[config.mk]
export PLATFORM = sky130hd
export DESIGN_NAME = vic_top
export DESIGN_NICKNAME = d
export VERILOG_FILES = /design/src/hw/vic_pkg.sv /design/src/hw/vic_top.sv
export VERILOG_INCLUDE_DIRS = /design/src /design/src/hw
export SDC_FILE = /design/constraint.sdc
export NUM_CORES = 1
export LEC_CHECK = 0
export ABC_AREA = 1
export BUFFER_PORTS_ARGS = -buffer_cell sky130_fd_sc_hd__clkbuf_2
export CAP_MARGIN = 10
export CORE_AREA = 5 5 173 175
export DETAILED_ROUTE_END_ITERATION = 8
export DIE_AREA = 0 0 178 180
export PLACE_DENSITY = 0.84
export SYNTH_ARGS = -nofsm -noshare
export SYNTH_HDL_FRONTEND = slang
export SYNTH_SLANG_ARGS = --single-unit
[constraint.sdc]
create_clock -name clk_i -period 43.4 [get_ports clk_i]
set_input_delay 8.68 -clock clk_i [delete_from_list [all_inputs] [get_ports clk_i]]
set_output_delay 8.68 -clock clk_i [all_outputs]
set_load 0.1 [all_outputs]
[src/hw/vic_map.svh]
// Constant map of the vectored interrupt controller: register offsets,
// field positions, reset values, vector bases and slot boundaries.
// Assumes inclusion by bare name from the top module.
`ifndef VIC_MAP_SVH
`define VIC_MAP_SVH

// Wishbone byte offsets, one aligned 32-bit word each
`define VIC_OFF_FLAG_LO 8'h00
`define VIC_OFF_FLAG_HI 8'h04
`define VIC_OFF_MASK_LO 8'h08
`define VIC_OFF_MASK_HI 8'h0c
`define VIC_OFF_LVL0_LO 8'h10
`define VIC_OFF_LVL0_HI 8'h14
`define VIC_OFF_LVL1_LO 8'h18
`define VIC_OFF_LVL1_HI 8'h1c
`define VIC_OFF_CTRL    8'h20
`define VIC_OFF_STATUS  8'h24
`define VIC_OFF_VECTOR  8'h28

// Control register fields
`define VIC_CTRL_IE_BIT    0
`define VIC_CTRL_LVMODE_BIT 1
// Option byte field enabling the watchdog interval request
`define VIC_WDT_INT_BIT    7

// Reset values (request flags clear, everything masked, lowest level)
`define VIC_FLAG_RST 41'h000_0000_0000
`define VIC_MASK_RST 41'h1ff_ffff_ffff
`define VIC_LVL_RST  41'h1ff_ffff_ffff
`define VIC_CTRL_RST 2'h0

// Vector table addresses
`define VIC_VEC_RESET 16'h0000
`define VIC_VEC_BRK   16'h007e
`define VIC_VEC_A     16'h0004
`define VIC_VEC_B     16'h002c
`define VIC_VEC_C     16'h003c

// Slot boundaries of the three contiguous vector runs
`define VIC_SLOT_B 6'd19
`define VIC_SLOT_C 6'd26

// Illegal opcode that traps to reset
`define VIC_ILLEGAL_OP 8'hff

`endif

[src/hw/vic_pkg.sv]
// Types shared by the vectored interrupt controller.
// Assumes the constant map header is on the include path.
package vic_pkg;
  typedef logic [1:0]  vic_lvl_t;   // Programmed level, 0 most urgent
  typedef logic [5:0]  vic_slot_t;  // Request slot, equal to default rank
  typedef logic [15:0] vic_vec_t;   // Vector table address
  typedef logic [40:0] vic_bits_t;  // One bit per request slot
endpackage : vic_pkg

[src/hw/vic_top.sv]
// Vectored interrupt controller: 41 maskable request slots, four levels,
// break software interrupt, reset-source collection, Wishbone registers.
// Assumes request inputs are one-cycle pulses synchronous to clk_i and
// that the CPU core pulses ack, return and break in its own clock.
//
// Overview of operation
// RULE1 - Masking and four levels per source
// RULE2 - Higher level nests over one in service
// RULE3 - Equal levels settle by lowest slot
// RULE4 - Unmasked request raises standby release
// RULE5 - Eight pin and thirty-three internal inputs
// RULE6 - Break vectors 007EH even when disabled
// RULE7 - Break bypasses level arbitration
// RULE8 - Watchdog interval needs option bit 7
// RULE9 - Low voltage interrupts when mode clear
// RULE10 - Low voltage resets when mode set
// RULE11 - Pin edges are maskable, two-byte vectors
// RULE12 - Shared sources share slot and vector
// RULE13 - ADC trigger, comparators at listed vectors
// RULE14 - DMA completions at 001AH, 001CH
// RULE15 - UART errors at 0022H, 0028H
// RULE16 - Timers 0-3 at 002CH-0032H, skip 002AH
// RULE17 - ADC done rank 23 at 0034H
// RULE18 - RTC requests at 0036H and 0038H
// RULE19 - Peak and trough at listed vectors
// RULE20 - Divider done at 0040H
// RULE21 - Timers 4-11 at listed vectors
// RULE22 - All reset sources vector 0000H
// RULE23 - Opcode FFH traps unless emulator
// RULE24 - Acknowledge clears the source flag
// RULE25 - Request flags reset to zero
// RULE26 - Forward only unmasked, enabled, more urgent
//
// Decided for this implementation: register access over Wishbone and the register offsets.
`timescale 1ns/1ps
`include "vic_map.svh"

module vic_top
  import vic_pkg::*;
(
  input  wire logic        clk_i,                      // 125 MHz clock
  input  wire logic        rst_i,                      // Sync reset
  // Wishbone slave
  input  wire logic        wb_cyc_i,                   // Cycle
  input  wire logic        wb_stb_i,                   // Strobe
  input  wire logic        wb_we_i,                    // Write
  input  wire logic [7:0]  wb_adr_i,                   // Byte address
  input  wire logic [3:0]  wb_sel_i,                   // Byte enables
  input  wire logic [31:0] wb_dat_i,                   // Write data
  output logic      [31:0] wb_dat_o,                   // Read data
  output logic             wb_ack_o,                   // Acknowledge
  // Request sources
  input  wire logic [7:0]  pin_edge_i,                 // Pin edge pulses
  input  wire logic [30:0] periph_req_i,               // Internal pulses
  input  wire logic        watchdog_interval_irq_i,    // 75% point pulse
  input  wire logic        low_voltage_detect_i,       // Detector pulse
  input  wire logic        timer_hiz_ctrl_irq0_i,      // Shares pin 3
  input  wire logic        timer_hiz_ctrl_irq1_i,      // Shares pin 7
  input  wire logic        clocked_serial_end_irq00_i, // Shares tx end 0
  input  wire logic        clocked_serial_end_irq01_i, // Shares rx end 0
  input  wire logic        clocked_serial_end_irq10_i, // Shares tx end 1
  input  wire logic        two_wire_end_irq10_i,       // Shares tx end 1
  input  wire logic [7:0]  option_byte_i,              // Option byte
  // Reset sources
  input  wire logic        reset_pin_i,                // Reset pin
  input  wire logic        power_on_clear_i,           // Power-on clear
  input  wire logic        watchdog_overflow_i,        // Watchdog overflow
  input  wire logic        opcode_valid_i,             // Opcode executed
  input  wire logic [7:0]  opcode_i,                   // Executed opcode
  input  wire logic        emulator_i,                 // Debug emulator on
  // CPU core
  input  wire logic        irq_ack_i,                  // Acknowledge
  input  wire logic        irq_return_i,               // Service done
  input  wire logic        software_break_instruction_i, // Break executed
  output logic             irq_o,                      // Request pending
  output logic      [15:0] irq_vector_o,               // Pending vector
  output logic             fetch_valid_o,              // Vector strobe
  output logic      [15:0] fetch_vector_o,             // Vector to fetch
  output logic             reset_req_o,                // Reset request
  output logic             standby_release_o           // Wake from standby
);

  // ----------------------------------------------------------------
  // Functions
  // ----------------------------------------------------------------

  // RULE13 RULE14 RULE15 RULE16 RULE17 - vector runs
  // RULE18 RULE19 RULE20 RULE21 - gaps skipped
  function automatic vic_vec_t slot_vector(input vic_slot_t s);
    if (s < `VIC_SLOT_B) begin
      return `VIC_VEC_A + {9'h000, s, 1'b0};
    end else if (s < `VIC_SLOT_C) begin
      return `VIC_VEC_B + {9'h000, s - `VIC_SLOT_B, 1'b0};
    end else begin
      return `VIC_VEC_C + {9'h000, s - `VIC_SLOT_C, 1'b0};
    end
  endfunction : slot_vector
  // Current in-service level, 4 when nothing is in service
  function automatic logic [2:0] cur_level(input logic [3:0] isv);
    for (int i = 0; i < 4; i++) begin
      if (isv[i]) begin
        return 3'(i);
      end
    end
    return 3'd4;
  endfunction : cur_level
  // Byte-lane merge of a write into an old word
  function automatic logic [31:0] wmerge(input logic [31:0] old,
                                         input logic [31:0] wd,
                                         input logic [3:0]  sel);
    logic [31:0] r;
    r = old;
    for (int b = 0; b < 4; b++) begin
      if (sel[b]) begin
        r[b*8 +: 8] = wd[b*8 +: 8];
      end
    end
    return r;
  endfunction : wmerge
  // Byte-lane write into the low (31:0) or upper (40:32) word
  function automatic vic_bits_t wr41(input vic_bits_t   old,
                                     input logic        lo,
                                     input logic        hi,
                                     input logic [31:0] wd,
                                     input logic [3:0]  sel);
    logic [31:0] m;
    m = wmerge({23'h0, old[40:32]}, wd, sel);
    return {hi ? m[8:0] : old[40:32],
            lo ? wmerge(old[31:0], wd, sel) : old[31:0]};
  endfunction : wr41
  // Winner search: most urgent level, then lowest slot
  function automatic logic [8:0] arbitrate(input vic_bits_t el,
                                           input vic_bits_t p0,
                                           input vic_bits_t p1);
    logic      found;
    vic_lvl_t  bl;
    vic_slot_t bs;
    found = 1'b0;
    bl = 2'h3;
    bs = 6'h00;
    // Descending scan with <= lets the lower slot win a tie
    for (int i = 40; i >= 0; i--) begin
      if (el[i] && (!found || {p1[i], p0[i]} <= bl)) begin
        found = 1'b1;
        bl = {p1[i], p0[i]};
        bs = 6'(i);
      end
    end
    return {found, bl, bs};
  endfunction : arbitrate

  // ----------------------------------------------------------------
  // State
  // ----------------------------------------------------------------
  vic_bits_t   flag_reg,  flag_next;   // Request flags
  vic_bits_t   mask_reg,  mask_next;   // Mask flags, 1 masks
  vic_bits_t   lvl0_reg,  lvl0_next;   // Level flags, low bit
  vic_bits_t   lvl1_reg,  lvl1_next;   // Level flags, high bit
  logic [1:0]  ctrl_reg,  ctrl_next;   // Global enable, low-voltage mode
  logic [3:0]  isv_reg,   isv_next;    // In-service levels
  logic        win_valid_reg;          // Registered winner present
  vic_slot_t   win_slot_reg;           // Registered winner slot
  vic_lvl_t    win_lvl_reg;            // Registered winner level
  vic_vec_t    win_vec_reg;            // Registered winner vector
  logic        fetch_valid_reg;        // Vector strobe
  vic_vec_t    fetch_vec_reg;          // Vector handed to the core
  logic        reset_req_reg;          // Reset request pulse
  logic        wake_reg;               // Standby release level
  logic        ack_reg;                // Wishbone acknowledge
  logic [31:0] rdat_reg;               // Wishbone read data

  // ----------------------------------------------------------------
  // Request collection
  // ----------------------------------------------------------------
  vic_bits_t  set_vec;                 // Hardware set pulses per slot
  wire logic  lv_mode   = ctrl_reg[`VIC_CTRL_LVMODE_BIT];
  wire logic  g_enable  = ctrl_reg[`VIC_CTRL_IE_BIT];
  wire logic  ser_tx1   = clocked_serial_end_irq10_i
                          | two_wire_end_irq10_i;

  // RULE8 - watchdog interval gating
  assign set_vec[0] = watchdog_interval_irq_i
                      & option_byte_i[`VIC_WDT_INT_BIT];
  // RULE9 - low voltage as interrupt
  assign set_vec[1] = low_voltage_detect_i & ~lv_mode;
  // RULE11 - pins 0 to 5; RULE12 - hi-Z 0 shares pin 3
  assign set_vec[7:2] = pin_edge_i[5:0]
                        | {2'b00, timer_hiz_ctrl_irq0_i, 3'b000};
  // RULE5 - internal inputs fill slots 8 to 32
  // RULE12 - serial groups share slots 13, 14 and 16
  assign set_vec[32:8] = periph_req_i[24:0]
                         | {16'h0000, ser_tx1, 1'b0,
                            clocked_serial_end_irq01_i,
                            clocked_serial_end_irq00_i, 5'h00};
  // RULE11 - pin 6; RULE12 - hi-Z 1 shares pin 7
  assign set_vec[33] = pin_edge_i[6];
  assign set_vec[34] = pin_edge_i[7] | timer_hiz_ctrl_irq1_i;
  // RULE5 - remaining internal inputs in slots 35 to 40
  assign set_vec[40:35] = periph_req_i[30:25];

  // ----------------------------------------------------------------
  // Arbitration
  // ----------------------------------------------------------------
  wire logic [2:0] svc_lvl = cur_level(isv_reg);
  vic_bits_t       more_urgent;        // Level beats the one in service
  vic_bits_t       eligible;           // Forwardable requests
  logic [8:0]      arb;                // {found, level, slot}

  // RULE1 - each slot level from its flag pair
  // RULE2 - nesting by comparing against service level
  generate
    for (genvar g = 0; g < 41; g++) begin : g_lvl
      assign more_urgent[g] = {1'b0, lvl1_reg[g], lvl0_reg[g]} < svc_lvl;
    end
  endgenerate

  // RULE26 - unmasked, enabled and more urgent only
  assign eligible = flag_reg & ~mask_reg & more_urgent
                    & {41{g_enable}};
  // RULE3 - ties go to the lowest default rank
  assign arb = arbitrate(eligible, lvl0_reg, lvl1_reg);

  // Registered winner is revalidated so a flag cleared by software
  // in the meantime never reaches the core as a stale request
  assign irq_o = win_valid_reg & eligible[win_slot_reg];
  wire logic ack_take = irq_ack_i & irq_o;

  // ----------------------------------------------------------------
  // Reset sources
  // ----------------------------------------------------------------
  // RULE23 - illegal opcode trap, not under emulator
  wire logic trap = opcode_valid_i & ~emulator_i
                    & (opcode_i == `VIC_ILLEGAL_OP);
  // RULE10 - low voltage as reset in reset mode
  wire logic lv_reset = low_voltage_detect_i & lv_mode;
  wire logic any_reset = reset_pin_i | power_on_clear_i | lv_reset
                         | watchdog_overflow_i | trap;

  // ----------------------------------------------------------------
  // Wishbone decode
  // ----------------------------------------------------------------
  wire logic        wb_req = wb_cyc_i & wb_stb_i & ~ack_reg;
  wire logic        wb_wr  = wb_req & wb_we_i;
  wire logic        wr_flag_lo = wb_wr & (wb_adr_i == `VIC_OFF_FLAG_LO);
  wire logic        wr_flag_hi = wb_wr & (wb_adr_i == `VIC_OFF_FLAG_HI);
  wire logic        wr_mask_lo = wb_wr & (wb_adr_i == `VIC_OFF_MASK_LO);
  wire logic        wr_mask_hi = wb_wr & (wb_adr_i == `VIC_OFF_MASK_HI);
  wire logic        wr_lvl0_lo = wb_wr & (wb_adr_i == `VIC_OFF_LVL0_LO);
  wire logic        wr_lvl0_hi = wb_wr & (wb_adr_i == `VIC_OFF_LVL0_HI);
  wire logic        wr_lvl1_lo = wb_wr & (wb_adr_i == `VIC_OFF_LVL1_LO);
  wire logic        wr_lvl1_hi = wb_wr & (wb_adr_i == `VIC_OFF_LVL1_HI);
  wire logic        wr_ctrl    = wb_wr & (wb_adr_i == `VIC_OFF_CTRL);

  wire logic [31:0] ctrl_m    = wmerge({30'h0, ctrl_reg},
                                       wb_dat_i, wb_sel_i);

  // Status: winner valid, level, slot, service level, in-service set
  wire logic [31:0] status_w = {16'h0000, win_valid_reg, win_lvl_reg,
                                win_slot_reg, svc_lvl, isv_reg};

  // Read mux; unmapped offsets read as zero and still acknowledge
  logic [31:0] rdata;
  always_comb begin
    case (wb_adr_i)
      `VIC_OFF_FLAG_LO: rdata = flag_reg[31:0];
      `VIC_OFF_FLAG_HI: rdata = {23'h0, flag_reg[40:32]};
      `VIC_OFF_MASK_LO: rdata = mask_reg[31:0];
      `VIC_OFF_MASK_HI: rdata = {23'h0, mask_reg[40:32]};
      `VIC_OFF_LVL0_LO: rdata = lvl0_reg[31:0];
      `VIC_OFF_LVL0_HI: rdata = {23'h0, lvl0_reg[40:32]};
      `VIC_OFF_LVL1_LO: rdata = lvl1_reg[31:0];
      `VIC_OFF_LVL1_HI: rdata = {23'h0, lvl1_reg[40:32]};
      `VIC_OFF_CTRL:    rdata = {30'h0, ctrl_reg};
      `VIC_OFF_STATUS:  rdata = status_w;
      `VIC_OFF_VECTOR:  rdata = {16'h0000, fetch_vec_reg};
      default:          rdata = 32'h0000_0000;
    endcase
  end

  // ----------------------------------------------------------------
  // Next-state logic
  // ----------------------------------------------------------------
  wire vic_bits_t ack_clr = ack_take ? (41'h1 << win_slot_reg) : 41'h0;
  // Flags: software write, then hardware clear, then set on top
  always_comb begin
    flag_next = wr41(flag_reg, wr_flag_lo, wr_flag_hi, wb_dat_i, wb_sel_i);
    // RULE24 - acknowledge clears the flag
    flag_next = flag_next & ~ack_clr;
    // Set wins over any clear in the same cycle
    flag_next = flag_next | set_vec;
  end

  // Mask and level registers are plain software state
  always_comb begin
    mask_next = wr41(mask_reg, wr_mask_lo, wr_mask_hi, wb_dat_i, wb_sel_i);
    lvl0_next = wr41(lvl0_reg, wr_lvl0_lo, wr_lvl0_hi, wb_dat_i, wb_sel_i);
    lvl1_next = wr41(lvl1_reg, wr_lvl1_lo, wr_lvl1_hi, wb_dat_i, wb_sel_i);
    ctrl_next = wr_ctrl ? ctrl_m[1:0] : ctrl_reg;
  end
  // In service: return drops the most urgent, acknowledge adds one
  always_comb begin
    isv_next = isv_reg;
    if (irq_return_i) begin
      isv_next = isv_reg & (isv_reg - 4'h1);
    end
    // RULE2 - nested level enters service
    if (ack_take) begin
      isv_next[win_lvl_reg] = 1'b1;
    end
  end

  // ----------------------------------------------------------------
  // Registers
  // ----------------------------------------------------------------
  // Request, mask, level, control and service state
  always_ff @(posedge clk_i) begin
    if (rst_i) begin
      // RULE25 - flags clear on reset
      flag_reg <= `VIC_FLAG_RST;
      mask_reg <= `VIC_MASK_RST;
      lvl0_reg <= `VIC_LVL_RST;
      lvl1_reg <= `VIC_LVL_RST;
      ctrl_reg <= `VIC_CTRL_RST;
      isv_reg  <= 4'h0;
    end else begin
      flag_reg <= flag_next;
      mask_reg <= mask_next;
      lvl0_reg <= lvl0_next;
      lvl1_reg <= lvl1_next;
      ctrl_reg <= ctrl_next;
      isv_reg  <= isv_next;
    end
  end

  // Winner pipeline stage, cut here to keep the 41-way search short
  always_ff @(posedge clk_i) begin
    if (rst_i) begin
      win_valid_reg <= 1'b0;
      win_lvl_reg   <= 2'h3;
      win_slot_reg  <= 6'h00;
      win_vec_reg   <= `VIC_VEC_A;
    end else begin
      win_valid_reg <= arb[8] & ~ack_take;
      win_lvl_reg   <= arb[7:6];
      win_slot_reg  <= arb[5:0];
      // RULE11 - vectors from the slot tables
      win_vec_reg   <= slot_vector(arb[5:0]);
    end
  end

  // Vector handed to the core: reset, then break, then acknowledge
  always_ff @(posedge clk_i) begin
    if (rst_i) begin
      fetch_valid_reg <= 1'b0;
      fetch_vec_reg   <= `VIC_VEC_RESET;
      reset_req_reg   <= 1'b0;
    end else begin
      fetch_valid_reg <= any_reset | software_break_instruction_i
                         | ack_take;
      reset_req_reg   <= any_reset;
      if (any_reset) begin
        // RULE22 - common reset vector
        fetch_vec_reg <= `VIC_VEC_RESET;
      end else if (software_break_instruction_i) begin
        // RULE6 - break vector regardless of enable
        // RULE7 - no level check, service state untouched
        fetch_vec_reg <= `VIC_VEC_BRK;
      end else if (ack_take) begin
        fetch_vec_reg <= win_vec_reg;
      end
    end
  end

  // Standby release and Wishbone answer
  always_ff @(posedge clk_i) begin
    if (rst_i) begin
      wake_reg <= 1'b0;
      ack_reg  <= 1'b0;
      rdat_reg <= 32'h0000_0000;
    end else begin
      // RULE4 - any unmasked request wakes the core
      wake_reg <= |(flag_reg & ~mask_reg);
      ack_reg  <= wb_req;
      if (wb_req) begin
        rdat_reg <= rdata;
      end
    end
  end

  // ----------------------------------------------------------------
  // Outputs
  // ----------------------------------------------------------------
  assign wb_ack_o          = ack_reg;
  assign wb_dat_o          = rdat_reg;
  assign irq_vector_o      = win_vec_reg;
  assign fetch_valid_o     = fetch_valid_reg;
  assign fetch_vector_o    = fetch_vec_reg;
  assign reset_req_o       = reset_req_reg;
  assign standby_release_o = wake_reg;

endmodule : vic_top

# Yosys cells after proc, flatten, opt, wreduce, memory -nomap -nowiden
# Cells that the tools add are included.
dict set report classes {
  n_addsub 6
  mul 0
  n_div 0
  n_lt_le_gt_ge 86
  n_eq_ne 11
  shifts 1
  n_mux 163
  bitwise 43
  reduce_logical 145
}
# op count
set op_table {}
lappend op_table {{32-bit one-hot mux with 11 select lines} 1}
lappend op_table {{6-bit 2-to-1 mux} 41}
lappend op_table {{41-bit AND} 4}
lappend op_table {{2-bit by 3-bit less-than comparator with 1-bit output} 41}
lappend op_table {{2-bit 2-to-1 mux} 41}
lappend op_table {{41-bit NOT} 2}
lappend op_table {{2-bit less-or-equal comparator} 40}
lappend op_table {{1-bit 2-to-1 mux} 56}
lappend op_table {{8-bit 2-to-1 mux} 7}
lappend op_table {{1-bit logical AND} 41}
lappend op_table {{41-bit 2-to-1 mux} 1}
lappend op_table {{41-bit OR} 1}
lappend op_table {{41-bit OR reduction} 1}
lappend op_table {{1-bit by 6-bit left shift with 41-bit output, first input constant} 1}
lappend op_table {{1-bit logical NOT} 40}
lappend op_table {{1-bit logical OR} 40}
lappend op_table {{2-bit AND reduction} 19}
lappend op_table {{8-bit by 5-bit == test with 1-bit output, second input constant} 4}
lappend op_table {{32-bit 2-to-1 mux} 1}
lappend op_table {{25-bit by 9-bit OR with 25-bit output} 1}
lappend op_table {{8-bit by 6-bit == test with 1-bit output, second input constant} 3}
lappend op_table {{3-bit 2-to-1 mux} 8}
lappend op_table {{1-bit AND} 20}
lappend op_table {{6-bit by 7-bit adder with 8-bit output, first input constant} 2}
lappend op_table {{24 further kinds} 39}
dict set report word_totals {
  ff_bits 231
  latchBits 0
  ramBits 0
  rom_bits 0
  word_cells 487
  n_memories 0
}

# Longest topological paths before layout
dict set report depth {
  ltp_word 176
  depth_mapped 376
}

# Worst setup path before layout
# Ideal clock, no wire load.
dict set report synth_path {
  path_type {register to register}
  from {register isv_reg[3]}
  to {register win_vec_reg[4] (netlist: irq_vector_o[4])}
  arrival_ns 39.805
  path_slack_ns 3.525
  path_stages_with_launch 330
  period_less_slack_ns 39.875
  path_cell_list {dfxtp_1 -> o21ai_0 -> ha_1 -> inv_1 -> a21oi_1 -> nand2_1 -> nand3_2 -> inv_1 -> nand2_1 -> inv_1 -> ha_1 -> nand2_1 -> inv_1 -> nor2_1 -> nand4_1 -> nand2_1 -> nand2_1 -> nand2_1 -> (+294 left out) -> and2_1 -> ha_1 -> a21oi_1 -> nand2_1 -> nand2_2 -> nand2_2 -> nor2_2 -> nand2_4 -> a31oi_4 -> clkinv_4 -> ha_1 -> nand2_1 -> nand2_1 -> nand2_1 -> clkinv_1 -> nor2_1 -> o21ai_1 -> a21oi_1}
}
dict set report synth_between {
  elab_chain_cells 173
  word_cells_on_any_way 342
  classes_between {add/sub: 5; order compare: 83; mux: 132; bitwise: 2; reduce/logical: 120}
}
# item line_no
set synth_lines {}
lappend synth_lines {{from (decl)} vic_top.sv:160} ;# logic [3:0] isv_reg, isv_next;
lappend synth_lines {{from (signal assigned)} vic_top.sv:331} ;# isv_reg <= isv_next;
lappend synth_lines {{3-bit 2-to-1 mux / 1-bit 2-to-1 mux (equally long branches)} vic_top.sv:101} ;# if (isv[i]) begin
lappend synth_lines {{3-bit 2-to-1 mux / 1-bit 2-to-1 mux (equally long branches) (3 in a row)} vic_top.sv:100} ;# for (int i = 0; i < 4; i++) begin
lappend synth_lines {{3-bit 2-to-1 mux *} vic_top.sv:105} ;# return 3'd4;
lappend synth_lines {{2-bit by 3-bit less-than comparator with 1-bit output} vic_top.sv:213} ;# assign more_urgent[g] = {1'b0, lvl1_reg[g], lvl0_reg[g]} < svc_lvl;
lappend synth_lines {{41-bit AND *} vic_top.sv:218} ;# assign eligible = flag_reg & ~mask_reg & more_urgent
lappend synth_lines {{41-bit AND *} vic_top.sv:219} ;# & {41{g_enable}};
lappend synth_lines {{2-bit 2-to-1 mux / 1-bit 2-to-1 mux (equally long branches)} vic_top.sv:143} ;# if (el[i] && (!found || {p1[i], p0[i]} <= bl)) begin
lappend synth_lines {{2-bit less-or-equal comparator / 1-bit logical NOT (equally long branches)} vic_top.sv:143}
lappend synth_lines {{(+156 left out)} n/a}
lappend synth_lines {{1-bit logical OR} vic_top.sv:143}
lappend synth_lines {{1-bit logical AND} vic_top.sv:143}
lappend synth_lines {{6-bit 2-to-1 mux *} vic_top.sv:143}
lappend synth_lines {{net arb[3]} vic_top.sv:207} ;# logic [8:0] arb;
lappend synth_lines {{6-bit by 5-bit subtractor with 6-bit output (no line)} n/a}
lappend synth_lines {{6-bit by 7-bit adder with 8-bit output (no line)} n/a}
lappend synth_lines {{8-bit 2-to-1 mux} vic_top.sv:92} ;# end else if (s < `VIC_SLOT_C) begin
lappend synth_lines {{8-bit 2-to-1 mux *} vic_top.sv:90} ;# if (s < `VIC_SLOT_B) begin
lappend synth_lines {{to (signal assigned)} vic_top.sv:341} ;# win_vec_reg <= `VIC_VEC_A;
lappend synth_lines {{to (signal assigned)} vic_top.sv:347} ;# win_vec_reg <= slot_vector(arb[5:0]);
lappend synth_lines {{to (decl)} vic_top.sv:164} ;# vic_vec_t win_vec_reg;
# The timed path passes the listed nets; every way through them passes the cells marked *.
# A chain may end at the register's enable or synchronous reset.

# Final worst setup path
dict set report layout_path {
  from {register isv_reg[0]}
  to {register win_vec_reg[6] (netlist: irq_vector_o[6])}
}
dict set report layout_between {
  elab_chain_cells 176
  word_cells_on_any_way 342
  classes_between {add/sub: 5; order compare: 83; mux: 132; bitwise: 2; reduce/logical: 120}
}
# item line_no
set layout_lines {}
lappend layout_lines {{1-bit 2-to-1 mux *} vic_top.sv:101}
lappend layout_lines {{1-bit 2-to-1 mux (3 in a row)} vic_top.sv:101}
lappend layout_lines {{1-bit 2-to-1 mux (3 in a row)} vic_top.sv:100}
lappend layout_lines {{3-bit 2-to-1 mux *} vic_top.sv:105}
lappend layout_lines {{2-bit by 3-bit less-than comparator with 1-bit output} vic_top.sv:213}
lappend layout_lines {{41-bit AND *} vic_top.sv:218}
lappend layout_lines {{41-bit AND *} vic_top.sv:219}
lappend layout_lines {{2-bit 2-to-1 mux / 1-bit 2-to-1 mux (equally long branches)} vic_top.sv:143}
lappend layout_lines {{(+157 left out)} n/a}
lappend layout_lines {{1-bit logical OR} vic_top.sv:143}
lappend layout_lines {{1-bit logical AND} vic_top.sv:143}
lappend layout_lines {{6-bit 2-to-1 mux *} vic_top.sv:143}
lappend layout_lines {{net arb[3]} vic_top.sv:207}
lappend layout_lines {{6-bit by 5-bit subtractor with 6-bit output (no line)} n/a}
lappend layout_lines {{6-bit by 7-bit adder with 8-bit output (no line)} n/a}
lappend layout_lines {{8-bit 2-to-1 mux} vic_top.sv:92}
lappend layout_lines {{8-bit 2-to-1 mux *} vic_top.sv:90}
# Marks and branches as above.

==> flow_metrics.py <==
metrics = {
    "floorplanning": {
        "die_h_um": 180,
        "die_x_um": 178,
        "core_area_mm2": 0.0283,
        "dieArea_mm2": 0.0320,
        "ios": 189,
        "start_util": 0.586,
        "row_count": 62,
    },
    "global_route": {
        "grt_max_degree": 96,
        "grt_use_total": 0.380,
        "grt_pass1_wl_um": 97200,
        "grt_pass1_vias": 17600,
        "globalRouteOverflowTotal": 0,
        "grt_antenna_before_repair": 1,
    },
    "power": {
        "swShare": 0.264,
        "powerDensity_mw_per_mm2": 25.0,
        "p_seq_frac": 0.435,
        "power_w": 0.000494,
        "peakVddDrop_uv": 28.8,
        "clkPwrFrac": 0.493,
        "p_sw_w": 0.000131,
        "pwr-share-comb": 0.072,
        "internal_power_w": 0.000363,
        "p_leak_nw": 9.49,
    },
    "cts": {
        "cts_sinks": 229,
        "cts_tree": "done",
        "path_clk_slew_ns": 0.06,
        "cts_buffer_depth": 3,
        "clockRootBuffer": "clkbuf_16",
        "cts_made_buffers": 27,
        "clk-insertion-delay-late_ns": 0.57,
        "cts_htree_levels": 1,
    },
    "critical_path": {
        "worstPathArrival_ns": 41.84,
        "cp-start-kind": "flop",
        "r2r-start": "isv_reg[0]",
        "startpoint": "isv_reg[0]",
        "slowest_delay_ns": 0.37,
        "crit_type": "flop to flop",
        "slowest_stage": "dfxtp_4",
        "crit_path_end_kind": "flop",
        "crit_top_cell": "nand2_1",
        "path_max_fanout": 5,
        "cp_data_required_time_ns": 43.92,
    },
    "route": {
        "wl_met1_um": 25300,
        "highest_layer": "met5",
        "routed-wl-met3_um": 9110,
        "wl_per_cell_um": 21.1,
        "viasPerCell": 6.23,
        "dr.pass1.iters": 7,
        "wl_met2_um": 27500,
        "drt_iter0_drc": 3061,
        "routed_wirelength_um": 66000,
        "drc_errors": 0,
        "vias": 19500,
        "drtAntennaViolNets": 0,
    },
    "synth": {
        "yosysTopAreaCellShare": 0.276,
        "synth_largest_area_cell": "dfxtp_1",
        "synth.ff_latch_count": 229,
        "ys.flop_type": "dfxtp_1",
        "yosysSeqAreaShare": 0.276,
        "synth_cell_types": 60,
        "syn_avg_cell_area_um2": 6.54,
        "synth_area_leaders": "dfxtp_1, nand2_1, ha_1, inv_1, a21oi_1",
        "synth-edff-count": 0,
        "postSynthCellCount": 2538,
        "yosys_warnings": 0,
        "asyncSetResetFlopFracSynth": 0,
        "syn_area_mm2": 0.0166,
    },
    "placed_design": {
        "gp_congestion": 1.01,
        "dp_cells": 3024,
        "numPortBuffers": 163,
        "dp_hpwl_um": 46800,
    },
    "sta": {
        "min_period_ns": 41.32,
        "fin_skew_ns": 0.0209,
        "relSlewSlack": 0.218,
        "slew_viol_final": 0,
        "worst_pin_slew_ns": 1.17,
        "fmax_mhz": 24.2,
        "fin_crit_sh": 0.952,
        "timing.hold.ws_ns": 0.466,
        "finalSetupViolations": 0,
        "hold_viol_final": 0,
    },
    "cells_and_area": {
        "utilization": 0.698,
        "n_antenna_cell": 0,
        "fin_cells": 3130,
        "drive_gt1_frac": 0.197,
        "layout.nets": 2976,
        "nFillCells": 2356,
        "syn_to_final_growth_pct": 19.1,
    },
    "min_path": {
        "hp-class": "flop to flop",
        "min_from": "wb_dat_o[20]",
    },
    "flow_run": {
        "max_cap_viol_count": 0,
    },
    "status": {
        "status": "complete, no violations",
    },
}
[layer usage]
| metal | up-vias | GRT usage |
|---|---|---|
| met5 | - | 0 |
| met4 | 2 | 0.167 |
| met3 | 337 | 0.0964 |
| met2 | 1401 | 0.569 |
| met1 | 8887 | 0.515 |
| li1 | 8868 | - |
[power by group through the flow]
| stage | Sequential (W) | Combinational (W) | Clock (W) |
|---|---|---|---|
| 3_3_place_gp | 0.000220 | 0.0000337 | 0 |
| 5_1_grt | 0.000215 | 0.0000374 | 0.000250 |
| 4_1_cts | 0.000215 | 0.0000343 | 0.000241 |
| 2_1_floorplan | 0.000222 | 0.0000203 | 0 |
| 6_report | 0.000215 | 0.0000354 | 0.000244 |
| 3_5_place_dp | 0.000220 | 0.0000341 | 0 |
[cell type report]
class	count	area, µm²	area share
clock buffers	38	807	0.0408
clock inverters	12	133	0.00671
inverters	369	1400	0.0707
multi-input cells	1858	10900	0.554
flip-flops and latches	229	4590	0.232
well taps	384	480	0.0243
repair buffers	240	1400	0.0710
[stage by stage]
stage                     instance area (µm²)  TNS, ns  setup slack, ns
after global routing                    19800    -5.29           -0.818
after global placement                  17700        0             1.35
final                                   19800        0             2.08
after floorplan                         16700        0             3.52
after detailed placement                17700        0            0.173
after CTS                               18600        0           0.0727
[cell usage in the layout (no fill, tap or decap), types with 9 or more instances in the layout]
cell type	count
nor4_1	15
nand2_2	66
o211ai_1	106
nand3_1	127
o22ai_1	31
o21ai_0	128
nor3_1	33
dfxtp_1	226
ha_4	21
nor2_1	152
conb_1	18
clkbuf_16	27
nand3_2	33
clkbuf_2	162
a221oi_1	22
ha_1	110
a21oi_1	182
clkbuf_8	9
clkinv_1	9
o31ai_1	33
buf_4	76
o21ai_1	14
o221ai_1	9
and2_1	26
nor2_2	17
nand2_1	596
o2111ai_1	17
inv_1	315
inv_2	40
a21oi_2	32
[path summary, 6_finish.rpt]
path                                        end  slack (ns)  cells past startpoint
worst min-delay path               wb_dat_o[20]        0.47                      2
worst min register to register     wb_dat_o[20]        0.47                      2
worst max-delay path            irq_vector_o[6]        2.08                    334
worst max register to register  irq_vector_o[6]        2.08                    334
[cells by family after synthesis]
| kind of cell | share of synthesized area |
|---|---|
| AO/OA/AOI/OAI | 0.219 |
| XOR/XNOR | 0.00430 |
| adder cells (fa/ha/maj) | 0.0988 |
| buffers and inverters | 0.113 |
| flip-flops | 0.276 |
| other | 0.000226 |
| AND/OR/NAND/NOR | 0.288 |
[critical path: cells and delay by family (launching register included)]
family	cells	cell delay (ns)
simple gates	157	16.98
fa+ha+maj	42	10.83
compound gates	86	9.01
buf+inv	49	4.00
flops	1	0.37
[synth_stat cells (3+ instances only)]
cell type and instances:
nand3_2 7, o21ai_0 137, o22ai_1 31, a31oi_1 6, nor2_4 4, a21oi_1 214
nor2_1 155, o221ai_1 10, buf_4 19, o31ai_1 33, o21ai_1 6, nand3_1 157
clkinv_1 10, buf_6 5, nor4_1 15, and2_1 32, ha_1 131, nand4_1 8
nor2_2 16, nand2_1 644, o2111ai_1 17, nand2_2 21, dfxtp_1 229, a221oi_1 22
clkbuf_1 71, nand2_4 4, xor2_1 3, inv_1 352, nor3_1 33, inv_2 3
o211ai_1 106
[what timing repair did]
action / 4_1_cts / 5_1_grt
pin swaps: 0 / 28
resized for setup: 1 / 196
setup buffers: 1 / 53
hold buffers: 0 / 0
setup endpoints to repair: 5 / 15
gates cloned: 0 / 0
Note: power is estimated with default switching activity, not from simulation.
